[src/pfc_adv_pkg.sv]
package pfc_adv_pkg;

  // register offsets on the command port
  localparam logic [15:0] OFS_SYNC_PERIOD_LIMIT  = 16'hfe1b;
  localparam logic [15:0] OFS_LIGHT_LOAD_FREQ    = 16'hfe1c;
  localparam logic [15:0] OFS_DITHER_PERIOD      = 16'hfe1d;
  localparam logic [15:0] OFS_SYNC_DIVIDER       = 16'hfe1e;
  localparam logic [15:0] OFS_LOW_POWER_THRESH   = 16'hfe32;
  localparam logic [15:0] OFS_LOWER_POWER_BP     = 16'hfe44;
  localparam logic [15:0] OFS_UPPER_POWER_BP     = 16'hfe45;
  localparam logic [15:0] OFS_LOW_LINE_LOWER_V   = 16'hfe46;
  localparam logic [15:0] OFS_LOW_LINE_UPPER_V   = 16'hfe47;
  localparam logic [15:0] OFS_HIGH_LINE_LOWER_V  = 16'hfe48;
  localparam logic [15:0] OFS_HIGH_LINE_UPPER_V  = 16'hfe49;
  localparam logic [15:0] OFS_FLAT_TOP_V         = 16'hfe4a;
  localparam logic [15:0] OFS_SYNC_EDGE_DELAY    = 16'hfe4c;
  localparam logic [15:0] OFS_LINE_V_HYST        = 16'hfe4d;
  localparam logic [15:0] OFS_POWER_HYST         = 16'hfe4e;
  localparam logic [15:0] OFS_FEATURE_ENABLE     = 16'hfe4f;

  // register file shape
  localparam int          NUM_REGS  = 16;
  localparam logic [7:0]  REG_RESET = 8'h00;

  // feature enable bit positions
  localparam int FE_DITHER      = 0;
  localparam int FE_SYNC        = 1;
  localparam int FE_SMART_VOUT  = 2;
  localparam int FE_SMART_FREQ  = 3;
  localparam int FE_PHASE_SHED  = 4;
  localparam int FE_LIGHT_FILT  = 5;
  localparam int FE_FEEDFORWARD = 6;

  // timing counts
  localparam int          SYNC_AVG_CYCLES   = 7;
  localparam logic [2:0]  LIGHT_LINE_CYCLES = 3'h4;
  localparam int          PER_W             = 12;

  // synchroniser states
  typedef enum logic [1:0] {
    SYNC_FREE   = 2'b00,
    SYNC_FREQ   = 2'b01,
    SYNC_PHASE  = 2'b10,
    SYNC_LOCKED = 2'b11
  } sync_state_t;

  // status flags handed to the pwm core
  typedef struct packed {
    logic locked;
    logic feedforward;
    logic light_filter;
    logic light_freq;
    logic shed;
  } feature_status_t;

endpackage

[src/pfc_adv_features.sv]
`timescale 1ns/10ps
`default_nettype none
module pfc_adv_features
  import pfc_adv_pkg::*;
(
  // clock, reset, enable
  input  wire logic              sys_clk,
  input  wire logic              rst,
  input  wire logic              clk_en,
  // register command port
  input  wire logic              reg_wr,
  input  wire logic              reg_rd,
  input  wire logic [15:0]       reg_addr,
  input  wire logic [7:0]        reg_wdata,
  output logic      [7:0]        reg_rdata_q,
  output logic                   reg_hit_q,
  // operating inputs
  input  wire logic              soft_start,
  input  wire logic              sync_in,
  input  wire logic [PER_W-1:0]  nominal_period,
  input  wire logic [7:0]        rect_line_voltage,
  input  wire logic [7:0]        rms_vin,
  input  wire logic [7:0]        input_power,
  input  wire logic [7:0]        super_high_line_level,
  input  wire logic [7:0]        high_line_level,
  input  wire logic [7:0]        low_line_level,
  input  wire logic [7:0]        vout_nominal,
  input  wire logic              line_cycle_tick,
  // gate drive from pwm core
  input  wire logic              bridgeless_mode,
  input  wire logic              line_phase_sense,
  input  wire logic              line_phase_valid,
  input  wire logic              pwm_a_in,
  input  wire logic              pwm_b_in,
  // results
  output logic                   cycle_start_q,
  output logic [PER_W-1:0]       active_period_q,
  output logic [7:0]             vout_setpoint_q,
  output feature_status_t        status_q,
  output logic                   first_power_switch_q,
  output logic                   second_power_switch_q
);

  // register file, one entry per offset
  localparam logic [NUM_REGS-1:0][15:0] REG_OFS = {
    OFS_FEATURE_ENABLE, OFS_POWER_HYST, OFS_LINE_V_HYST, OFS_SYNC_EDGE_DELAY,
    OFS_FLAT_TOP_V, OFS_HIGH_LINE_UPPER_V, OFS_HIGH_LINE_LOWER_V, OFS_LOW_LINE_UPPER_V,
    OFS_LOW_LINE_LOWER_V, OFS_UPPER_POWER_BP, OFS_LOWER_POWER_BP, OFS_LOW_POWER_THRESH,
    OFS_SYNC_DIVIDER, OFS_DITHER_PERIOD, OFS_LIGHT_LOAD_FREQ, OFS_SYNC_PERIOD_LIMIT};
  logic [7:0]          regs_q [NUM_REGS];  // stored register values
  logic [NUM_REGS-1:0] hit;                // address match per entry
  logic [7:0]          rd_mux;             // selected read value

  // per-entry decode and storage
  genvar gi;
  generate
    for (gi = 0; gi < NUM_REGS; gi++) begin : g_reg
      assign hit[gi] = (reg_addr == REG_OFS[gi]);
      always_ff @(posedge sys_clk or posedge rst) begin
        if (rst) begin
          regs_q[gi] <= REG_RESET;
        end else if (clk_en && reg_wr && hit[gi]) begin
          regs_q[gi] <= reg_wdata;
        end
      end
    end
  endgenerate

  // one-hot read select, unmapped reads zero
  always_comb begin
    rd_mux = 8'h00;
    for (int i = 0; i < NUM_REGS; i++) begin
      if (hit[i]) begin
        rd_mux = regs_q[i];
      end
    end
  end

  // named views of the register file
  wire [7:0] sync_period_limit       = regs_q[0];
  wire [7:0] light_load_frequency    = regs_q[1];
  wire [7:0] dither_period           = regs_q[2];
  wire [7:0] sync_divider            = regs_q[3];
  wire [7:0] low_power_threshold     = regs_q[4];
  wire [7:0] lower_power_breakpoint  = regs_q[5];
  wire [7:0] upper_power_breakpoint  = regs_q[6];
  wire [7:0] low_line_lower_voltage  = regs_q[7];
  wire [7:0] low_line_upper_voltage  = regs_q[8];
  wire [7:0] high_line_lower_voltage = regs_q[9];
  wire [7:0] high_line_upper_voltage = regs_q[10];
  wire [7:0] flat_top_voltage        = regs_q[11];
  wire [7:0] sync_edge_delay         = regs_q[12];
  wire [7:0] line_voltage_hysteresis = regs_q[13];
  wire [7:0] power_hysteresis        = regs_q[14];
  wire [7:0] feature_enable          = regs_q[15];

  // registered read answer
  always_ff @(posedge sys_clk or posedge rst) begin
    if (rst) begin
      reg_rdata_q <= 8'h00;
      reg_hit_q   <= 1'b0;
    end else if (clk_en && reg_rd) begin
      reg_rdata_q <= rd_mux;
      reg_hit_q   <= |hit;
    end
  end

  // feature enables, bridgeless has none
  wire dither_en = feature_enable[FE_DITHER];
  wire sync_en   = feature_enable[FE_SYNC];
  wire svout_en  = feature_enable[FE_SMART_VOUT];
  wire sfreq_en  = feature_enable[FE_SMART_FREQ];
  wire shed_en   = feature_enable[FE_PHASE_SHED];
  wire lfilt_en  = feature_enable[FE_LIGHT_FILT];

  // capture window around the programmed period
  wire [PER_W-1:0] nom_eighth = nominal_period >> 3;
  wire [PER_W-1:0] per_min    = nominal_period - nom_eighth;  // 87.5 percent
  wire [PER_W-1:0] per_max    = nominal_period + nom_eighth;  // 112.5 percent
  wire [PER_W-1:0] limit_per  = {sync_period_limit, 4'h0};    // limit register scale

  // dither: ramp sampled from rectified line every dither_period+1 cycles
  logic [7:0]       ramp_q;    // held line sample
  logic [7:0]       dtick_q;   // sample interval counter
  wire  [PER_W+7:0] quarter_x = PER_W'(nominal_period >> 2) * ramp_q;
  wire  [PER_W-1:0] dith_per  = per_min + quarter_x[PER_W+7:8];
  always_ff @(posedge sys_clk or posedge rst) begin
    if (rst) begin
      ramp_q  <= 8'h00;
      dtick_q <= 8'h00;
    end else if (clk_en) begin
      if (dtick_q >= dither_period) begin
        dtick_q <= 8'h00;
        ramp_q  <= rect_line_voltage;
      end else begin
        dtick_q <= dtick_q + 8'h01;
      end
    end
  end

  // sync edge detect and period measurement
  sync_state_t      st_q;      // synchroniser state
  logic             sync_d1_q; // previous sync level
  logic [PER_W-1:0] meas_q;    // cycles since last edge
  logic [PER_W+2:0] sum_q;     // accumulated periods
  logic [2:0]       nper_q;    // periods accumulated
  logic [PER_W-1:0] avg_q;     // averaged sync period
  logic             lost_q;    // fallback to limit period
  wire              sync_rise = sync_in & ~sync_d1_q;
  wire              sync_use  = sync_en & ~soft_start;
  wire [1:0]        div_sel   = sync_divider[1:0];
  wire [PER_W+1:0]  meas_x    = meas_q * ({1'b0, div_sel} + 3'h1);
  wire              in_range  = (meas_x >= (PER_W+2)'(per_min)) &&
                                (meas_x <= (PER_W+2)'(per_max));
  wire              timeout   = (meas_q > per_max);
  wire              bad_edge  = sync_rise & ~in_range;
  wire [PER_W+2:0]  sum_next  = sum_q + (PER_W+3)'(meas_q);

  // delayed edge generator
  logic [7:0]       dly_q;     // remaining delay
  logic             dly_run_q; // delay in progress
  logic [1:0]       divc_q;    // divided edges seen
  wire              dly_edge  = dly_run_q && (dly_q == 8'h00);
  wire              div_edge  = dly_edge && (divc_q == div_sel);

  // internal switching cycle counter
  logic [PER_W-1:0] cyc_q;     // position in cycle
  logic [PER_W-1:0] per_sel;   // free-running period
  wire              cyc_end   = (cyc_q + PER_W'(1) >= per_sel);
  wire              sync_end  = (st_q == SYNC_LOCKED) && div_edge;
  wire              phase_end = (st_q == SYNC_PHASE) && div_edge;
  wire              new_cycle = sync_end | phase_end |
                                ((st_q != SYNC_LOCKED) && cyc_end);

  // free-running period choice
  always_comb begin
    if (sync_en && lost_q) begin
      per_sel = limit_per;
    end else if (sfreq_en && status_q.light_freq) begin
      per_sel = {light_load_frequency, 4'h0};
    end else if (dither_en) begin
      per_sel = dith_per;
    end else begin
      per_sel = nominal_period;
    end
  end

  // edge history and measurement counter
  always_ff @(posedge sys_clk or posedge rst) begin
    if (rst) begin
      sync_d1_q <= 1'b0;
      meas_q    <= '0;
    end else if (clk_en) begin
      sync_d1_q <= sync_in;
      meas_q    <= sync_rise ? PER_W'(1) : (timeout ? meas_q : meas_q + PER_W'(1));
    end
  end

  // delay from sync edge to cycle start, then divide
  always_ff @(posedge sys_clk or posedge rst) begin
    if (rst) begin
      dly_q     <= 8'h00;
      dly_run_q <= 1'b0;
      divc_q    <= 2'b00;
    end else if (clk_en) begin
      if (sync_rise) begin
        dly_q     <= sync_edge_delay;
        dly_run_q <= 1'b1;
      end else if (dly_edge) begin
        dly_run_q <= 1'b0;
      end else if (dly_run_q) begin
        dly_q <= dly_q - 8'h01;
      end
      if (!sync_use || st_q == SYNC_FREQ) begin
        divc_q <= 2'b00;
      end else if (dly_edge) begin
        divc_q <= (divc_q == div_sel) ? 2'b00 : divc_q + 2'b01;
      end
    end
  end

  // frequency capture, phase capture, pulse-by-pulse lock
  always_ff @(posedge sys_clk or posedge rst) begin
    if (rst) begin
      st_q   <= SYNC_FREE;
      sum_q  <= '0;
      nper_q <= 3'h0;
      avg_q  <= '0;
      lost_q <= 1'b0;
    end else if (clk_en) begin
      if (!sync_use) begin
        st_q   <= SYNC_FREE;
        lost_q <= 1'b0;
      end else begin
        case (st_q)
          SYNC_FREE: begin
            if (sync_rise) begin
              st_q   <= SYNC_FREQ;
              sum_q  <= '0;
              nper_q <= 3'h0;
            end
          end
          SYNC_FREQ: begin
            if (timeout || bad_edge) begin
              st_q   <= SYNC_FREE;
              lost_q <= 1'b1;
            end else if (sync_rise) begin
              sum_q  <= sum_next;
              nper_q <= nper_q + 3'h1;
              if (nper_q == 3'(SYNC_AVG_CYCLES - 1)) begin
                avg_q <= PER_W'(sum_next / 3'(SYNC_AVG_CYCLES));
                st_q  <= SYNC_PHASE;
              end
            end
          end
          SYNC_PHASE: begin
            if (timeout || bad_edge) begin
              st_q   <= SYNC_FREE;
              lost_q <= 1'b1;
            end else if (div_edge) begin
              st_q   <= SYNC_LOCKED;
              lost_q <= 1'b0;
            end
          end
          SYNC_LOCKED: begin
            if (timeout || bad_edge) begin
              st_q   <= SYNC_FREE;
              lost_q <= 1'b1;
            end
          end
          default: st_q <= SYNC_FREE;
        endcase
      end
    end
  end

  // cycle counter and period reporting
  always_ff @(posedge sys_clk or posedge rst) begin
    if (rst) begin
      cyc_q           <= '0;
      cycle_start_q   <= 1'b0;
      active_period_q <= '0;
    end else if (clk_en) begin
      cycle_start_q <= new_cycle;
      cyc_q         <= new_cycle ? '0 : cyc_q + PER_W'(1);
      if (new_cycle) begin
        active_period_q <= (st_q == SYNC_LOCKED) ? PER_W'(cyc_q + PER_W'(1)) : per_sel;
      end
    end
  end

  // power comparisons with hysteresis
  wire [8:0] p_up  = {1'b0, low_power_threshold} + {1'b0, power_hysteresis};
  wire       p_low = input_power < low_power_threshold;
  wire       p_hi  = {1'b0, input_power} > p_up;

  // super high line flag with voltage hysteresis
  logic      shl_q;  // above super high line
  wire [8:0] shl_dn = {1'b0, super_high_line_level} - {1'b0, line_voltage_hysteresis};
  wire       shl_set = rms_vin > super_high_line_level;
  wire       shl_clr = $signed({1'b0, rms_vin}) < $signed(shl_dn);

  // load line interpolation between breakpoints
  logic [7:0]  v_lo;    // voltage below lower breakpoint
  logic [7:0]  v_hi;    // voltage above upper breakpoint
  logic [7:0]  sp_next; // setpoint to load
  wire  [7:0]  p_span   = upper_power_breakpoint - lower_power_breakpoint;
  wire  [7:0]  p_off    = input_power - lower_power_breakpoint;
  wire  signed [9:0]  v_span = $signed({2'b00, v_hi}) - $signed({2'b00, v_lo});
  wire  signed [18:0] v_prod = v_span * $signed({1'b0, p_off});
  wire  signed [18:0] v_step = (p_span == 8'h00) ? 19'sh0_0000 :
                               v_prod / $signed({11'h000, p_span});
  wire  signed [18:0] v_lerp = $signed({11'h000, v_lo}) + v_step;
  wire         high_line = rms_vin > high_line_level;

  // setpoint selection
  always_comb begin
    if (high_line) begin
      v_lo = high_line_lower_voltage;
      v_hi = high_line_upper_voltage;
    end else begin
      v_lo = low_line_lower_voltage;
      v_hi = low_line_upper_voltage;
    end
    if (!svout_en) begin
      sp_next = vout_nominal;
    end else if (shl_q) begin
      sp_next = flat_top_voltage;
    end else if (input_power <= lower_power_breakpoint) begin
      sp_next = v_lo;
    end else if (input_power >= upper_power_breakpoint) begin
      sp_next = v_hi;
    end else begin
      sp_next = v_lerp[7:0];
    end
  end

  // light load state and setpoint registers
  logic [2:0] llc_q;  // line cycles spent below threshold
  always_ff @(posedge sys_clk or posedge rst) begin
    if (rst) begin
      shl_q           <= 1'b0;
      vout_setpoint_q <= 8'h00;
      llc_q           <= 3'h0;
      status_q        <= '0;
    end else if (clk_en) begin
      if (shl_set) begin
        shl_q <= 1'b1;
      end else if (shl_clr) begin
        shl_q <= 1'b0;
      end
      vout_setpoint_q <= sp_next;
      // smart frequency flag
      if (!sfreq_en || p_hi) begin
        status_q.light_freq <= 1'b0;
      end else if (p_low) begin
        status_q.light_freq <= 1'b1;
      end
      // phase shedding flag
      if (!shed_en || p_hi) begin
        status_q.shed <= 1'b0;
      end else if (p_low) begin
        status_q.shed <= 1'b1;
      end
      // light load filter after four line cycles
      if (!lfilt_en || p_hi) begin
        status_q.light_filter <= 1'b0;
        llc_q                 <= 3'h0;
      end else if (!p_low) begin
        llc_q <= 3'h0;
      end else if (line_cycle_tick && !status_q.light_filter) begin
        llc_q <= llc_q + 3'h1;
        if (llc_q + 3'h1 == LIGHT_LINE_CYCLES) begin
          status_q.light_filter <= 1'b1;
        end
      end
      status_q.feedforward <= feature_enable[FE_FEEDFORWARD];
      status_q.locked      <= (st_q == SYNC_LOCKED);
    end
  end

  // gate steering
  wire phase_ok = line_phase_valid & ~soft_start;
  always_ff @(posedge sys_clk or posedge rst) begin
    if (rst) begin
      first_power_switch_q  <= 1'b0;
      second_power_switch_q <= 1'b0;
    end else if (clk_en) begin
      if (!bridgeless_mode) begin
        first_power_switch_q  <= pwm_a_in;
        second_power_switch_q <= pwm_b_in & ~status_q.shed;
      end else if (!phase_ok) begin
        first_power_switch_q  <= pwm_a_in;
        second_power_switch_q <= pwm_a_in;
      end else if (line_phase_sense) begin
        first_power_switch_q  <= pwm_a_in;
        second_power_switch_q <= 1'b1;
      end else begin
        first_power_switch_q  <= 1'b1;
        second_power_switch_q <= pwm_a_in;
      end
    end
  end
endmodule
`default_nettype wire

[config.mk]
export PLATFORM = sky130hd
export DESIGN_NAME = pfc_adv_features
export DESIGN_NICKNAME = d
export VERILOG_FILES = /design/src/pfc_adv_pkg.sv /design/src/pfc_adv_features.sv
export SDC_FILE = /design/constraint.sdc
export NUM_CORES = 2
export LEC_CHECK = 0
export ABC_AREA = 1
export BUFFER_PORTS_ARGS = -buffer_cell sky130_fd_sc_hd__buf_2
export CORE_AREA = 2 2 259 210
export CTS_BUF_LIST = sky130_fd_sc_hd__clkbuf_4 sky130_fd_sc_hd__clkbuf_8 sky130_fd_sc_hd__clkbuf_16
export DETAILED_ROUTE_END_ITERATION = 8
export DIE_AREA = 0 0 261 212
export GPL_TIMING_DRIVEN = 0
export PLACE_DENSITY = 0.79
export SLEW_MARGIN = 5
export SYNTH_ARGS = -nofsm -noshare
export SYNTH_HDL_FRONTEND = slang
export SYNTH_SLANG_ARGS = --single-unit
export TNS_END_PERCENT = 50
[constraint.sdc]
create_clock -name sys_clk -period 37.3 [get_ports sys_clk]
set_clock_uncertainty 0.15 [all_clocks]
set_input_delay 7.46 -clock sys_clk [delete_from_list [all_inputs] [get_ports sys_clk]]
set_output_delay 7.46 -clock sys_clk [all_outputs]
set_load 0.02 [all_outputs]
==> metrics.txt, run 1 <==
# TYPE chip_impl_metric gauge
chip_impl_metric{name="effective_utilization_at_floorplan",unit="%"} 57.3
chip_impl_metric{name="overall_track_demand_over_capacity_in_global_routing",unit="%"} 73.9
chip_impl_metric{name="h-tree-depth",unit=""} 1
chip_impl_metric{name="yosysSeqAreaShare",unit="%"} 18.7
chip_impl_metric{name="post_synth_instance_area",unit="mm²"} 0.0304
chip_impl_metric{name="synthDistinctLibCells",unit=""} 70
chip_impl_info{name="repair-timing-grt-worst-ep",value="vout_setpoint_q[7]$_DFFE_PP0P_/D"} 1
chip_impl_info{name="failed_stage",value="global routing (5_1_grt)"} 1
chip_impl_metric{name="cts_inserted_buffers",unit=""} 24
chip_impl_info{name="outcome",value="stopped before the end"} 1
chip_impl_info{name="endpoint_type",value="sequential cell input"} 1
chip_impl_metric{name="number_of_synthesized_register_bits",unit=""} 227
chip_impl_metric{name="num_rows",unit=""} 76
chip_impl_info{name="firstError",value="[ERROR GRT-0232] Routing congestion too high. Check the congestion heatmap in the GUI."} 1
chip_impl_metric{name="avgSynthCellArea",unit="µm²"} 6.95
chip_impl_metric{name="largest_net_degree_at_the_start_of_global_routing",unit=""} 120
chip_impl_metric{name="syn_nets",unit=""} 4997
chip_impl_metric{name="cts_sinks",unit=""} 227
chip_impl_metric{name="die_h",unit="µm"} 212
chip_impl_metric{name="synth_enable_flop_cells",unit=""} 0
chip_impl_info{name="cts_root_cell",value="sky130_fd_sc_hd__clkbuf_16"} 1
chip_impl_metric{name="detailedPlacementHpwl",unit="µm"} 66000
chip_impl_metric{name="cts_max_path_buffers",unit=""} 3
chip_impl_metric{name="postSynth.asyncResetShare",unit="%"} 100
chip_impl_metric{name="die_wd",unit="µm"} 261
chip_impl_metric{name="number_of_buffer_cells_added_on_primary_ports",unit=""} 133
chip_impl_info{name="dominantRegCellSynth",value="sky130_fd_sc_hd__dfrtp_1"} 1
chip_impl_metric{name="boundaryPins",unit=""} 142
chip_impl_metric{name="synthCells",unit=""} 4374
chip_impl_metric{name="synth.yosys.warnings",unit=""} 0
chip_impl_metric{name="globalRouteOverflowTotal",unit=""} 330
chip_impl_metric{name="gpl.final_weighted_congestion",unit=""} 0.995
-- timing repair --
item | CTS
gates cloned | 2
pin swaps | 247
resized for setup | 210
setup buffers | 443
hold buffers | 0
endpoints found under the setup margin | 8
-- Yosys cell counts, types with 19 or more instances --
master,n,area [µm²]
sky130_fd_sc_hd__nand3_1,184,921
sky130_fd_sc_hd__a21o_1,19,143
sky130_fd_sc_hd__nor2_1,255,957
sky130_fd_sc_hd__nand2_1,1053,3950
sky130_fd_sc_hd__or2_2,20,125
sky130_fd_sc_hd__clkbuf_1,79,297
sky130_fd_sc_hd__xor2_1,133,1160
sky130_fd_sc_hd__o21ai_0,372,1860
sky130_fd_sc_hd__xnor2_1,57,499
sky130_fd_sc_hd__inv_1,786,2950
sky130_fd_sc_hd__nand2_2,31,194
sky130_fd_sc_hd__fa_1,126,2520
sky130_fd_sc_hd__o21bai_1,40,300
sky130_fd_sc_hd__ha_1,392,4900
sky130_fd_sc_hd__nand4_1,54,338
sky130_fd_sc_hd__nor3_1,39,195
sky130_fd_sc_hd__a21oi_1,204,1020
sky130_fd_sc_hd__dfrtp_1,227,5680
sky130_fd_sc_hd__a221oi_1,34,298
sky130_fd_sc_hd__o211ai_1,43,323
sky130_fd_sc_hd__nor4_1,24,150
-- layer usage --
layer  global-route usage (%)  GRT overflow
met5                     48.5             7
met4                     57.8            81
met3                     66.2            36
met2                     85.2           158
met1                     77.9            48
-- per-stage QoR --
step / hold WS (ps) / instance area, µm² / std cells / setup WS, ps
after global placement: 304 / 32700 / 5209 / -13940
after CTS: 332 / 37900 / 5702 / -8060
after detailed placement: 311 / 32800 / 5215 / -14670
after floorplan: 297 / 31100 / 4374 / -8620
-- logic make-up after synthesis --
group	synth area share, %
other	0.0123
and+or+nand+nor	24.8
muxes	0.0741
adders and majority gates	24.4
xor gates and xnor gates	5.48
buffers and inverters	11.3
DFF	18.7
AOI/OAI and AO/OA	15.2
==> run 2, diff against run 1 <==
--- a/config.mk
+++ b/config.mk
@@ -7,12 +7,11 @@
 export LEC_CHECK = 0
 export ABC_AREA = 1
 export BUFFER_PORTS_ARGS = -buffer_cell sky130_fd_sc_hd__buf_2
-export CORE_AREA = 2 2 259 210
-export CTS_BUF_LIST = sky130_fd_sc_hd__clkbuf_4 sky130_fd_sc_hd__clkbuf_8 sky130_fd_sc_hd__clkbuf_16
+export CORE_AREA = 2 2 279 281
 export DETAILED_ROUTE_END_ITERATION = 8
-export DIE_AREA = 0 0 261 212
+export DIE_AREA = 0 0 281 283
 export GPL_TIMING_DRIVEN = 0
-export PLACE_DENSITY = 0.79
+export PLACE_DENSITY_LB_ADDON = 0.15
 export SLEW_MARGIN = 5
 export SYNTH_ARGS = -nofsm -noshare
 export SYNTH_HDL_FRONTEND = slang
==> constraint.sdc (replaced) <==
create_clock -name sys_clk -period 48.5 [get_ports sys_clk]
set_clock_uncertainty 0.15 [all_clocks]
set_input_delay 9.7 -clock sys_clk [delete_from_list [all_inputs] [get_ports sys_clk]]
set_output_delay 9.7 -clock sys_clk [all_outputs]
set_load 0.02 [all_outputs]
==> metrics.txt, run 2 <==
# TYPE chip_impl_metric gauge
chip_impl_info{name="outcome",value="finished, final reports clean"} 1
chip_impl_metric{name="largest_net_degree_at_the_start_of_global_routing",unit=""} 118
chip_impl_metric{name="worst_skew_pair.late_latency",unit="ps"} 580
chip_impl_metric{name="max-cap-violations",unit=""} 0
chip_impl_metric{name="number_of_buffer_cells_added_on_primary_ports",unit=""} 133
chip_impl_metric{name="effective_utilization_at_floorplan",unit="%"} 39.6
chip_impl_info{name="cts_root_cell",value="sky130_fd_sc_hd__clkbuf_16"} 1
chip_impl_metric{name="h-tree-depth",unit=""} 1
chip_impl_info{name="critPathMostFrequentCell",value="sky130_fd_sc_hd__buf_4"} 1
chip_impl_metric{name="detail_route.wirelength",unit="µm"} 94800
chip_impl_metric{name="cp.buffers_inverters",unit=""} 88
chip_impl_metric{name="synthCells",unit=""} 4374
chip_impl_metric{name="area_growth",unit="%"} 24.7
chip_impl_metric{name="globalRouteOverflowTotal",unit=""} 0
chip_impl_metric{name="slowest_stage_delay_cp",unit="ps"} 510
chip_impl_metric{name="worst_r2r_path_depth",unit=""} 291
chip_impl_info{name="layout_commonest_cell",value="sky130_fd_sc_hd__nand2_1"} 1
chip_impl_metric{name="number_of_synthesized_register_bits",unit=""} 227
chip_impl_metric{name="post-route-cell-area",unit="mm²"} 0.0379
chip_impl_metric{name="timing.final.crit_period",unit="ps"} 48310
chip_impl_metric{name="yosysTopAreaCellShare",unit="%"} 18.7
chip_impl_metric{name="core_area",unit="mm²"} 0.0767
chip_impl_metric{name="wire_per_inst",unit="µm"} 16.0
chip_impl_metric{name="setup_tns_after_final_layout",unit="ps"} 0
chip_impl_metric{name="syn_nets",unit=""} 4997
chip_impl_metric{name="crit_cells",unit=""} 309
chip_impl_metric{name="die-area",unit="mm²"} 0.0795
chip_impl_info{name="critical_hold_path_startpoint",value="status_q[3]"} 1
chip_impl_metric{name="detailedPlacementHpwl",unit="µm"} 72800
chip_impl_info{name="synth.largest_area_cell",value="sky130_fd_sc_hd__dfrtp_1"} 1
chip_impl_metric{name="final_cells",unit=""} 5922
chip_impl_metric{name="die_h",unit="µm"} 283
chip_impl_metric{name="boundaryPins",unit=""} 142
chip_impl_metric{name="synth_enable_flop_cells",unit=""} 0
chip_impl_metric{name="cts_inserted_buffers",unit=""} 27
chip_impl_info{name="layout_common_cells",value="sky130_fd_sc_hd__nand2_1, sky130_fd_sc_hd__inv_1, sky130_fd_sc_hd__ha_1, sky130_fd_sc_hd__o21ai_0, sky130_fd_sc_hd__buf_4"} 1
chip_impl_metric{name="postSynth.asyncResetShare",unit="%"} 100
chip_impl_info{name="cp-start-kind",value="input port"} 1
chip_impl_info{name="synthMostInstantiatedCell",value="sky130_fd_sc_hd__nand2_1"} 1
chip_impl_info{name="worstReg2RegStart",value="lower_power_breakpoint[2]"} 1
chip_impl_metric{name="grt_first_pass_wirelength",unit="µm"} 149000
chip_impl_info{name="rsz0062_at_grt",value="yes"} 1
chip_impl_metric{name="die_wd",unit="µm"} 281
chip_impl_info{name="crit_type",value="input port to register"} 1
chip_impl_metric{name="report.final.setup_viol",unit=""} 0
chip_impl_info{name="r2r_end",value="vout_setpoint_q[5]"} 1
chip_impl_metric{name="overall_track_demand_over_capacity_in_global_routing",unit="%"} 23.1
chip_impl_metric{name="cts_max_path_buffers",unit=""} 3
chip_impl_info{name="synth.area.top_cells",value="sky130_fd_sc_hd__dfrtp_1, sky130_fd_sc_hd__ha_1, sky130_fd_sc_hd__nand2_1"} 1
chip_impl_metric{name="synth.yosys.warnings",unit=""} 0
chip_impl_metric{name="final-hold-violation-count",unit=""} 0
chip_impl_info{name="timing.critical_path.max_delay_family",value="compound AO/OA/AOI/OAI gates"} 1
chip_impl_metric{name="avgSynthCellArea",unit="µm²"} 6.95
chip_impl_metric{name="placed_cell_area",unit="mm²"} 0.0330
chip_impl_info{name="cp_slowest_cell",value="sky130_fd_sc_hd__fa_1"} 1
chip_impl_info{name="min-delay-path-class",value="register to register"} 1
chip_impl_info{name="regs_by_ff_count",value="active_period_q (12), cyc_q (12), meas_q (12)"} 1
chip_impl_metric{name="relative_slew_slack",unit="%"} 4.42
chip_impl_metric{name="slew_violations",unit=""} 0
chip_impl_metric{name="max_clock_freq",unit="MHz"} 20.7
chip_impl_metric{name="placed_cells_incl_taps",unit=""} 5556
chip_impl_metric{name="cts_sinks",unit=""} 227
chip_impl_metric{name="cp.arrival",unit="ps"} 48600
chip_impl_metric{name="cp_data_required_time",unit="ps"} 48790
chip_impl_metric{name="post_synth_instance_area",unit="mm²"} 0.0304
chip_impl_metric{name="gpl.final_weighted_congestion",unit=""} 0.924
chip_impl_info{name="dominantRegCellSynth",value="sky130_fd_sc_hd__dfrtp_1"} 1
chip_impl_metric{name="vias",unit=""} 30000
chip_impl_metric{name="drt-initial-drc-count",unit=""} 1998
chip_impl_metric{name="post_cts_hold_buffer_count",unit=""} 0
chip_impl_metric{name="grt_pass1_vias",unit=""} 28100
chip_impl_metric{name="r2r_setup_slack",unit="ps"} 9830
chip_impl_metric{name="yosysSeqAreaShare",unit="%"} 18.7
chip_impl_info{name="endpoint_kind",value="register"} 1
chip_impl_info{name="cts_tree",value="yes"} 1
chip_impl_metric{name="post_route_cells_drive_above_1_share",unit="%"} 20.3
chip_impl_metric{name="fin_crit_sh",unit="%"} 99.6
chip_impl_metric{name="route.detailed.drc",unit=""} 0
chip_impl_info{name="hold_path_end",value="status_q[3]"} 1
chip_impl_metric{name="route.detailed.vias_per_inst",unit=""} 5.07
chip_impl_metric{name="worst_slew_pin_slew",unit="ps"} 1430
chip_impl_metric{name="layout.nets",unit=""} 5485
chip_impl_metric{name="cts.clk_slew.worst_paths",unit="ps"} 60
chip_impl_metric{name="postRouteAntennaNets",unit=""} 0
chip_impl_metric{name="initial_antenna_violation_count",unit=""} 1
chip_impl_metric{name="firstDrtPassIters",unit=""} 5
chip_impl_metric{name="num_rows",unit=""} 102
chip_impl_metric{name="synthDistinctLibCells",unit=""} 70
chip_impl_metric{name="whs_path_depth",unit=""} 2
chip_impl_info{name="synth.cells.most_frequent",value="sky130_fd_sc_hd__nand2_1, sky130_fd_sc_hd__inv_1, sky130_fd_sc_hd__ha_1"} 1
chip_impl_metric{name="critical_path_peak_fanout",unit=""} 8
==> run 2: layer usage <==
| layer | vias to the layer above | global-route usage (%) | routed length, µm | part of all wire (%) |
|---|---|---|---|---|
| met3 | 94 | 3.78 | 5820 | 6.1 |
| met2 | 682 | 35.1 | 41000 | 43 |
| met1 | 14100 | 34.5 | 46300 | 49 |
| met4 | 0 | 3.93 | 1640 | 1.7 |
| met5 | - | 0 | 0 | 0 |
| li1 | 15100 | - | - | - |
==> run 2: worst max-delay path by stage <==
stage	from	end
after global placement	rms_vin[7]	vout_setpoint_q[5]
after CTS	rms_vin[2]	vout_setpoint_q[5]
after detailed placement	rms_vin[7]	vout_setpoint_q[5]
after global routing	high_line_level[3]	vout_setpoint_q[5]
after floorplan	high_line_level[3]	vout_setpoint_q[7]
final	rms_vin[3]	vout_setpoint_q[5]
==> run 2: kinds of logic after synthesis <==
kind of cell / Yosys count / share of synthesized area, %
and+or+nand+nor: 1734 / 24.8
buffers and inverters: 900 / 11.3
AOI/OAI and AO/OA: 802 / 15.2
adders and majority gates: 518 / 24.4
DFF: 227 / 18.7
xor gates and xnor gates: 190 / 5.48
muxes: 2 / 0.0741
other: 1 / 0.0123
==> run 2: area by class of cell <==
cell class | instances | area [µm²]
clock inverter | 13 | 168
antenna | 1 | 2.50
buffer | 91 | 534
tap | 1040 | 1300
inverter | 807 | 3100
timing repair buffer | 461 | 3210
clock buffer | 35 | 726
multi-input combinational | 3247 | 23200
fill | 7652 | 38800
sequential | 227 | 5680
==> run 2: what timing repair did <==
action | 4_1_cts | 5_1_grt
pin swaps | 154 | 266
endpoints found under the setup margin | 8 | 8
gates cloned | 1 | 0
buffers inserted | 221 | 100
gates resized for setup | 112 | 279
==> run 2: worst register-to-register path, delay by kind of cell (launching register included) <==
| kind | cells | cell delay, ps |
|---|---|---|
| flops | 1 | 380 |
| fa+ha+maj | 25 | 7480 |
| compound gates | 81 | 11370 |
| simple gates | 100 | 9960 |
| xor+xnor | 2 | 810 |
| buf+inv | 83 | 8310 |
==> run 2: per-stage QoR <==
step / hold WS (ps) / util, % / worst slack [ps]
after floorplan: 297 / - / 4.66
after global placement: 307 / 42.8 / -6400
after detailed placement: 308 / 43.0 / -6660
after CTS: 327 / 47.0 / 1.23
after global routing: 353 / 49.4 / -2150
final: 326 / 49.4 / 192
Power of run 2 is not shown: default switching activity piles up to over one toggle a cycle in this logic, so the estimate is an artifact.
